### config.mk
export PLATFORM = sky130hd
export DESIGN_NAME = gdcd_top
export DESIGN_NICKNAME = d
export VERILOG_FILES = /design/src/design/gdcd_pkg.sv /design/src/design/gdcd_top.sv /design/src/design/gdcd_sync.sv /design/src/design/gdcd_mem.sv
export SDC_FILE = /design/constraint.sdc
export NUM_CORES = 1
export LEC_CHECK = 0
export ABC_AREA = 1
export BUFFER_PORTS_ARGS = -buffer_cell sky130_fd_sc_hd__buf_2
export CAP_MARGIN = 20
export CELL_PAD_IN_SITES_DETAIL_PLACEMENT = 0
export CELL_PAD_IN_SITES_GLOBAL_PLACEMENT = 1
export CORE_MARGIN = 5
export CORE_UTILIZATION = 35
export CTS_CLUSTER_SIZE = 28
export DETAILED_ROUTE_END_ITERATION = 8
export GPL_ROUTABILITY_DRIVEN = 0
export PLACE_DENSITY_LB_ADDON = 0.1
export SYNTH_ARGS = -nofsm -noshare
export SYNTH_HDL_FRONTEND = slang
export SYNTH_SLANG_ARGS = --single-unit
### constraint.sdc
create_clock -name clk -period 4.5 [get_ports clk]
set_input_delay 0.675 -clock clk [delete_from_list [all_inputs] [get_ports clk]]
set_output_delay 0.675 -clock clk [all_outputs]
set_load 0.02 [all_outputs]
### src/design/gdcd_pkg.sv
/*
  Package of the GPIB device command decoder: command codes, address
  offsets, structs carrying bus lines and user-side signals.
  Assumes bus lines already resolved to active-high levels.
*/
package gdcd_pkg;

  localparam logic [6:0] GDCD_CMD_GTL   = 7'h01;
  localparam logic [6:0] GDCD_CMD_SDC   = 7'h04;
  localparam logic [6:0] GDCD_CMD_GET   = 7'h08;
  localparam logic [6:0] GDCD_CMD_TCT   = 7'h09;
  localparam logic [6:0] GDCD_CMD_LLO   = 7'h11;
  localparam logic [6:0] GDCD_CMD_DCL   = 7'h14;
  localparam logic [6:0] GDCD_CMD_SPE   = 7'h18;
  localparam logic [6:0] GDCD_CMD_SPD   = 7'h19;
  localparam logic [6:0] GDCD_CMD_UNL   = 7'h3F;
  localparam logic [6:0] GDCD_CMD_UNT   = 7'h5F;
  localparam logic [6:0] GDCD_LISTEN_OFS = 7'h20;
  localparam logic [6:0] GDCD_TALK_OFS   = 7'h40;
  localparam logic [4:0] GDCD_ADDR_MAX   = 5'h1E;
  localparam logic [4:0] GDCD_ADDR_RST   = 5'h00;

  // Synchronised management, handshake and data lines, active high
  typedef struct packed {
    logic       atn;
    logic       ifc;
    logic       ren;
    logic       dav;
    logic [7:0] dio;
  } gdcd_bus_t;

  // One-cycle action pulses toward the instrument
  typedef struct packed {
    logic dev_clear;
    logic sel_clear;
    logic trigger;
    logic go_local;
  } gdcd_evt_t;

  typedef enum logic [1:0] {
    GDCD_HS_IDLE,
    GDCD_HS_ACCEPT,
    GDCD_HS_WAIT_DROP
  } gdcd_hs_t;

endpackage

### src/design/gdcd_top.sv
/*
  GPIB instrument-side interface: command and address decoding, talker,
  listener, serial poll and remote/lockout state, listener byte
  acceptance with NRFD hold-off, talker data drive.
  Assumes the controller owns ATN, IFC, REN and DAV; the byte handshake
  as talker is done by the instrument through talk_* ports.
*/
`timescale 1ns/1ps
module gdcd_top
  import gdcd_pkg::*;
#(
  parameter int DEPTH = 8
) (
  input  wire logic       clk,
  input  wire logic       rst,
  input  wire logic [4:0] prim_addr,
  input  wire logic       atn_pin,
  input  wire logic       ifc_pin,
  input  wire logic       ren_pin,
  input  wire logic       dav_pin,
  input  wire logic [7:0] dio_pin_in,
  output logic      [7:0] dio_out,
  output logic            dio_oe,
  output logic            nrfd_oe,
  output logic            ndac_oe,
  output logic            srq_oe,
  input  wire logic       talk_valid,
  input  wire logic [7:0] talk_data,
  input  wire logic [7:0] status_byte,
  input  wire logic       srq_req,
  input  wire logic       srq_pwr_on,
  input  wire logic       fast_xmit_in,
  input  wire logic       rd_ready,
  output logic            rd_valid,
  output logic      [7:0] rd_data,
  output logic            talker,
  output logic            listener,
  output logic            spoll,
  output logic            remote,
  output logic            lockout,
  output logic            fast_xmit,
  output gdcd_evt_t       evt
);
  localparam int AW = $clog2(DEPTH);

  if (DEPTH < 2 || (DEPTH & (DEPTH - 1)) != 0) begin : g_depth_bad
    $error("gdcd_top DEPTH must be a power of two, at least 2");
  end

  function automatic logic [6:0] addr_plus(input logic [4:0] a,
                                           input logic [6:0] ofs);
    addr_plus = {2'b00, a} + ofs;
  endfunction

  gdcd_bus_t        bus;
  logic      [11:0] sync_w;
  logic      [4:0]  addr_q;
  logic             dav_q;
  gdcd_hs_t         hs_q, hs_d;
  logic             talk_q, talk_d, lsn_q, lsn_d, spe_q, spe_d;
  logic             rem_q, rem_d, llo_q, llo_d;
  logic             pend_talk_q, pend_talk_d, pend_lsn_q, pend_lsn_d;
  logic      [AW:0] wp_q, wp_d, rp_q, rp_d;
  logic             rv_q, rv_d;
  logic      [7:0]  dout_q, dout_d;
  logic             doe_q, doe_d, srq_q, srq_d, fx_q;
  gdcd_evt_t        evt_q, evt_d;
  logic             ndac_q, ndac_d, nrfd_q, nrfd_d;
  logic             full_w, byte_w, wr_w, pop_w;
  logic      [6:0]  cmd_w;

  gdcd_sync #(.WIDTH(12)) u_sync (
    .clk      (clk),
    .rst      (rst),
    .async_in ({atn_pin, ifc_pin, ren_pin, dav_pin, dio_pin_in}),
    .sync_out (sync_w)
  );
  assign bus = sync_w;

  gdcd_mem #(.WIDTH(8), .DEPTH(DEPTH)) u_mem (
    .clk     (clk),
    .wr_en   (wr_w),
    .wr_addr (wp_q[AW-1:0]),
    .wr_data (bus.dio),
    .rd_addr (rp_d[AW-1:0]),
    .rd_data (rd_data)
  );

  // Address followed every cycle after reset; a value above the legal range is ignored and the last one kept
  always_ff @(posedge clk) begin
    if (rst) begin
      addr_q <= GDCD_ADDR_RST;
    end else if (prim_addr <= GDCD_ADDR_MAX) begin
      addr_q <= prim_addr;
    end
  end

  assign cmd_w  = bus.dio[6:0];
  assign full_w = (wp_q[AW-1:0] == rp_q[AW-1:0]) && (wp_q[AW] != rp_q[AW]);
  // Byte taken on DAV rising edge during our acceptance window
  assign byte_w = bus.dav && !dav_q && (hs_q == GDCD_HS_IDLE);
  assign wr_w   = byte_w && !bus.atn && lsn_q && !full_w;
  assign pop_w  = rv_q && rd_ready;

  always_comb begin
    talk_d      = talk_q;
    lsn_d       = lsn_q;
    spe_d       = spe_q;
    rem_d       = rem_q;
    llo_d       = llo_q;
    pend_talk_d = pend_talk_q;
    pend_lsn_d  = pend_lsn_q;
    evt_d       = '0;
    wp_d        = wp_q;
    rp_d        = rp_q;
    srq_d       = srq_req | (srq_q & srq_pwr_on);
    if (wr_w) begin
      wp_d = wp_q + 1'b1;
    end
    if (pop_w) begin
      rp_d = rp_q + 1'b1;
    end
    if (byte_w && bus.atn) begin
      if (cmd_w == addr_plus(addr_q, GDCD_TALK_OFS)) begin
        pend_talk_d = 1'b1;
        pend_lsn_d  = 1'b0;
        lsn_d       = 1'b0;
      end else if (cmd_w == addr_plus(addr_q, GDCD_LISTEN_OFS)) begin
        pend_lsn_d  = 1'b1;
        pend_talk_d = 1'b0;
        talk_d      = 1'b0;
        // remote only on listen address with REN
        if (bus.ren) begin
          rem_d = 1'b1;
        end
      end else if (cmd_w == GDCD_CMD_UNT) begin
        talk_d      = 1'b0;
        pend_talk_d = 1'b0;
      end else if (cmd_w[6:5] == 2'b10) begin
        talk_d      = 1'b0;
        pend_talk_d = 1'b0;
      end else if (cmd_w == GDCD_CMD_UNL) begin
        lsn_d      = 1'b0;
        pend_lsn_d = 1'b0;
      end else if (cmd_w == GDCD_CMD_DCL) begin
        evt_d.dev_clear = 1'b1;
        rp_d = wp_d;
        // service request kept only for power-on
        srq_d = srq_q & srq_pwr_on;
      end else if (cmd_w == GDCD_CMD_LLO) begin
        if (bus.ren) begin
          llo_d = 1'b1;
        end
      end else if (cmd_w == GDCD_CMD_SPE) begin
        spe_d = 1'b1;
      end else if (cmd_w == GDCD_CMD_SPD) begin
        spe_d = 1'b0;
      end else if (lsn_q || pend_lsn_q) begin
        if (cmd_w == GDCD_CMD_GET) begin
          evt_d.trigger = 1'b1;
        end else if (cmd_w == GDCD_CMD_GTL) begin
          evt_d.go_local = 1'b1;
          rem_d = 1'b0;
        end else if (cmd_w == GDCD_CMD_SDC) begin
          evt_d.sel_clear = 1'b1;
          rp_d = wp_d;
        end
      end
    end
    // Pending roles take effect once ATN releases
    if (!bus.atn) begin
      if (pend_talk_q) begin
        talk_d = 1'b1;
      end
      if (pend_lsn_q) begin
        lsn_d = 1'b1;
      end
      pend_talk_d = 1'b0;
      pend_lsn_d  = 1'b0;
    end
    if (!bus.ren) begin
      llo_d = 1'b0;
      rem_d = 1'b0;
    end
    if (bus.ifc) begin
      talk_d      = 1'b0;
      lsn_d       = 1'b0;
      spe_d       = 1'b0;
      pend_talk_d = 1'b0;
      pend_lsn_d  = 1'b0;
    end
    rv_d = (wp_q != rp_d);
  end

  // Listener handshake: NDAC held until byte taken, NRFD during acceptance
  always_comb begin
    hs_d   = hs_q;
    ndac_d = 1'b1;
    nrfd_d = 1'b0;
    case (hs_q)
      GDCD_HS_IDLE: begin
        if (byte_w && (bus.atn || (lsn_q && !full_w))) begin
          hs_d = GDCD_HS_ACCEPT;
        end
      end
      GDCD_HS_ACCEPT: begin
        hs_d = GDCD_HS_WAIT_DROP;
      end
      GDCD_HS_WAIT_DROP: begin
        if (!bus.dav) begin
          hs_d = GDCD_HS_IDLE;
        end
      end
      default: hs_d = GDCD_HS_IDLE;
    endcase
    if (hs_d != GDCD_HS_IDLE) begin
      ndac_d = 1'b0;
      nrfd_d = 1'b1;
    end
    if (lsn_d && !bus.atn && (full_w || wr_w && (wp_d[AW-1:0] ==
        rp_d[AW-1:0]))) begin
      nrfd_d = 1'b1;
    end
    // drive only as talker with ATN off
    doe_d  = talk_q && !bus.atn && !bus.ifc;
    // status byte replaces data during serial poll
    dout_d = spe_q ? status_byte : talk_data;
    if (!doe_d || (!spe_q && !talk_valid)) begin
      doe_d  = doe_d && spe_q;
    end
  end

  always_ff @(posedge clk) begin
    if (rst) begin
      talk_q      <= 1'b0;
      lsn_q       <= 1'b0;
      spe_q       <= 1'b0;
      rem_q       <= 1'b0;
      llo_q       <= 1'b0;
      pend_talk_q <= 1'b0;
      pend_lsn_q  <= 1'b0;
      wp_q        <= '0;
      rp_q        <= '0;
      rv_q        <= 1'b0;
      srq_q       <= 1'b0;
      evt_q       <= '0;
      hs_q        <= GDCD_HS_IDLE;
      ndac_q      <= 1'b0;
      nrfd_q      <= 1'b0;
      doe_q       <= 1'b0;
      dout_q      <= 8'h00;
      dav_q       <= 1'b0;
      fx_q        <= 1'b0;
    end else begin
      talk_q      <= talk_d;
      lsn_q       <= lsn_d;
      spe_q       <= spe_d;
      rem_q       <= rem_d;
      llo_q       <= llo_d;
      pend_talk_q <= pend_talk_d;
      pend_lsn_q  <= pend_lsn_d;
      wp_q        <= wp_d;
      rp_q        <= rp_d;
      rv_q        <= rv_d;
      srq_q       <= srq_d;
      evt_q       <= evt_d;
      hs_q        <= hs_d;
      ndac_q      <= ndac_d;
      nrfd_q      <= nrfd_d;
      doe_q       <= doe_d;
      dout_q      <= dout_d;
      dav_q       <= bus.dav;
      fx_q        <= fast_xmit_in;
    end
  end

  assign dio_out   = dout_q;
  assign dio_oe    = doe_q;
  assign nrfd_oe   = nrfd_q;
  assign ndac_oe   = ndac_q;
  assign srq_oe    = srq_q;
  assign rd_valid  = rv_q;
  assign talker    = talk_q;
  assign listener  = lsn_q;
  assign spoll     = spe_q;
  assign remote    = rem_q;
  assign lockout   = llo_q;
  assign fast_xmit = fx_q;
  assign evt       = evt_q;
endmodule // gdcd_top

### src/design/gdcd_sync.sv
/*
  Two flip-flop synchroniser for a group of pin inputs.
  Assumes inputs are asynchronous to clk.
*/
`timescale 1ns/1ps
module gdcd_sync #(
  parameter int WIDTH = 12
) (
  input  wire logic             clk,
  input  wire logic             rst,
  input  wire logic [WIDTH-1:0] async_in,
  output logic      [WIDTH-1:0] sync_out
);
  logic [WIDTH-1:0] meta_q;
  logic [WIDTH-1:0] sync_q;

  if (WIDTH < 1) begin : g_width_bad
    $error("gdcd_sync WIDTH must be positive");
  end

  always_ff @(posedge clk) begin
    if (rst) begin
      meta_q <= '0;
      sync_q <= '0;
    end else begin
      meta_q <= async_in;
      sync_q <= meta_q;
    end
  end

  assign sync_out = sync_q;
endmodule // gdcd_sync

### src/design/gdcd_mem.sv
/*
  Small register-read memory used as the listener input buffer store.
  Assumes one writer and one reader on the same clock.
*/
`timescale 1ns/1ps
module gdcd_mem #(
  parameter int WIDTH = 8,
  parameter int DEPTH = 8
) (
  input  wire logic                     clk,
  input  wire logic                     wr_en,
  input  wire logic [$clog2(DEPTH)-1:0] wr_addr,
  input  wire logic [WIDTH-1:0]         wr_data,
  input  wire logic [$clog2(DEPTH)-1:0] rd_addr,
  output logic      [WIDTH-1:0]         rd_data
);
  logic [WIDTH-1:0] mem_q [DEPTH];
  logic [WIDTH-1:0] rd_q;

  if (DEPTH < 2 || (DEPTH & (DEPTH - 1)) != 0) begin : g_depth_bad
    $error("gdcd_mem DEPTH must be a power of two, at least 2");
  end

  always_ff @(posedge clk) begin
    if (wr_en) begin
      mem_q[wr_addr] <= wr_data;
    end
    rd_q <= mem_q[rd_addr];
  end

  assign rd_data = rd_q;
endmodule // gdcd_mem

==> results.json <==
{
  "status": "finished clean",
  "drive_gt1_frac": 0.2313,
  "p_per_area_nw_per_um2": 445.1,
  "final_common_cell": "nor2_1",
  "final_cell_mix": "nor2_1, nand2_1, dfxtp_1",
  "grt_pass1_wl_um": 20360,
  "stdcell_area_um2": 6766,
  "ys_seq_elements": 137,
  "clockBufferDepth": 2,
  "start_kind": "flip-flop",
  "rsz0062_at_grt": "no",
  "post_dp_cell_area_um2": 6203,
  "die_h_um": 137,
  "cts_setup_buffers": 0,
  "slew_viol_final": 0,
  "final_nets": 699,
  "fillers": 1564,
  "skew_ns": 0.01040,
  "drt_iter0_markers": 234,
  "post-place-ws_ns": 1.697,
  "grt-ovfl-total": 0,
  "wire_per_inst_um": 14.60,
  "ir_drop_uv": 243.0,
  "cp_max_fo": 27,
  "critPathKind": "flip-flop to flip-flop",
  "relSlewSlack": 0.3494,
  "arrival_ns": 3.10,
  "coreArea_um2": 15830,
  "grt_max_degree": 47,
  "cap_violations": 0,
  "grt_pass1_vias": 3897,
  "fin_setup_tns_ns": 0,
  "root_buffer": "clkbuf_16",
  "gr-usage-all-layers": 0.1447,
  "antenna_found_initial": 0,
  "cts_tree": "done",
  "dr_total_vias": 4000,
  "post-dp-hpwl_um": 8511,
  "h-tree-depth": 4,
  "pin_count": 71,
  "antenna_cells": 0,
  "leakage_nw": 2.816,
  "crit_path_end_kind": "flip-flop",
  "synthCells": 580,
  "clock_sinks": 137,
  "detail-route-antenna-nets": 0,
  "placed_cells": 854,
  "synth_top_flop_cell": "dfxtp_1",
  "placementRows": 46,
  "async_reset_ff_frac": 0,
  "path_clk_slew_ns": 0.06,
  "seqCellArea_um2": 3383,
  "fin_crit_ns": 2.799,
  "cts-resized-gates": 0,
  "final_util": 0.4275,
  "die_area_um2": 18770,
  "via_per_inst": 4.515,
  "area_growth_pct": 19.86,
  "syn_area_um2": 5645,
  "clk_latency_ns": 0.41,
  "multi_input_area_um2": 1881,
  "fmax_mhz": 357.2,
  "io_buffers": 70,
  "cts-hold-fix-buffers": 0,
  "min_path_type": "flip-flop to flip-flop",
  "stdcell_count": 886,
  "syn_nets": 622,
  "critical_path_required_ns": 4.80,
  "syn_avg_cell_area_um2": 9.733,
  "hold_violations": 0,
  "tightest_slew_ns": 0.9707,
  "die_w_um": 137,
  "finalCritPeriodShare": 0.6221,
  "remaining_drc_errors": 0,
  "yosys_warnings": 0,
  "wirelength_um": 12930,
  "yosysSeqAreaShare": 0.5993,
  "start_util": 0.3567,
  "first_pass_iters": 4,
  "ys_types": 38,
  "synth_edf_count": 64,
  "setup_violations": 0,
  "cts_buffers": 17,
  "setup_ws_ns": 1.701
}
cell type report:
type,instances,share of cell area
tap,216,0.03994
clock buffer,27,0.07822
sequential,137,0.5000
multi-input combinational,353,0.2779
clock inverter,5,0.004993
inverter,73,0.04161
timing repair buffer,75,0.05732
cell usage after synthesis, drive strengths merged (7+ instances only):
cell type,count,area share
or2,25,0.028
nor2,99,0.072
edfxtp,64,0.34
nor3,7,0.0062
buf,13,0.018
a21oi,15,0.014
nand3,21,0.021
o211ai,27,0.039
nor4,9,0.010
xor2,12,0.019
o21ai,23,0.024
dfxtp,73,0.26
inv,73,0.050
nand2,103,0.079
worst paths after layout:
path	from	endpoint	slack [ns]	cells after the start
worst max-delay path	u_sync.sync_out[1]	u_mem.rd_data[2]	1.70	13
worst min-delay path	u_sync.meta_q[8]	u_sync.sync_out[8]	0.40	2
worst max register to register	u_sync.sync_out[1]	u_mem.rd_data[2]	1.70	13
worst min register to register	u_sync.meta_q[8]	u_sync.sync_out[8]	0.40	2
logic make-up (layout without fill, tap and decap cells):
group                      count (synthesis)  count (layout)  synth area share
AOI/OAI and AO/OA                         68              68           0.08134
xor gates and xnor gates                  13              13           0.02017
adders and majority gates                  2               2          0.004432
buffers and inverters                     90             180           0.07026
DFF                                      137             137            0.5993
muxes                                      1               1          0.001995
and+or+nand+nor                          269             269            0.2225
flip-flops by register name (all words and copies together), names as in the netlist, 2 cells and up:
name	cells
u_mem.mem_q	64
u_sync.meta_q	12
u_sync.sync_out	12
dio_out	8
u_mem.rd_data	8
addr_q	5
evt	4
rp_q	4
wp_q	4
hs_q	2
power by group:
| group | leakage (nW) | internal, mW | switching (mW) | total [mW] |
|---|---|---|---|---|
| Sequential | 1.19 | 1.35 | 0.0267 | 1.37 |
| Clock | 0.271 | 0.806 | 0.491 | 1.30 |
| Combinational | 1.36 | 0.118 | 0.224 | 0.342 |
routing by layer:
layer,vias to the layer above,GRT usage,wire (um)
met2,81,0.2351,6191
met5,-,0,0
met3,8,0.04926,564
li1,2052,-,-
met1,1859,0.1843,6077
met4,0,0.03880,99
metrics by stage:
stage	total power [mW]	hold slack, ns
after floorplan	1.656	0.3883
after global placement	1.746	0.3900
after detailed placement	1.749	0.3929
after CTS	3.050	0.4006
after global routing	3.156	0.4067
final	3.011	0.4002
worst max-delay path, stage by stage, from the launching register on:
cell	delay (ns)
dfxtp_1	0.58
inv_1	0.13
nand3_2	0.11
nor2_2	0.06
nor2_1	0.14
nand3_2	0.12
nand2_2	0.10
nand2_4	0.11
o21ai_4	0.71
inv_2	0.26
o211ai_1	0.17
nand2_1	0.07
nand2_1	0.06
nand2_1	0.06
Power figures use the tool's default switching activity.
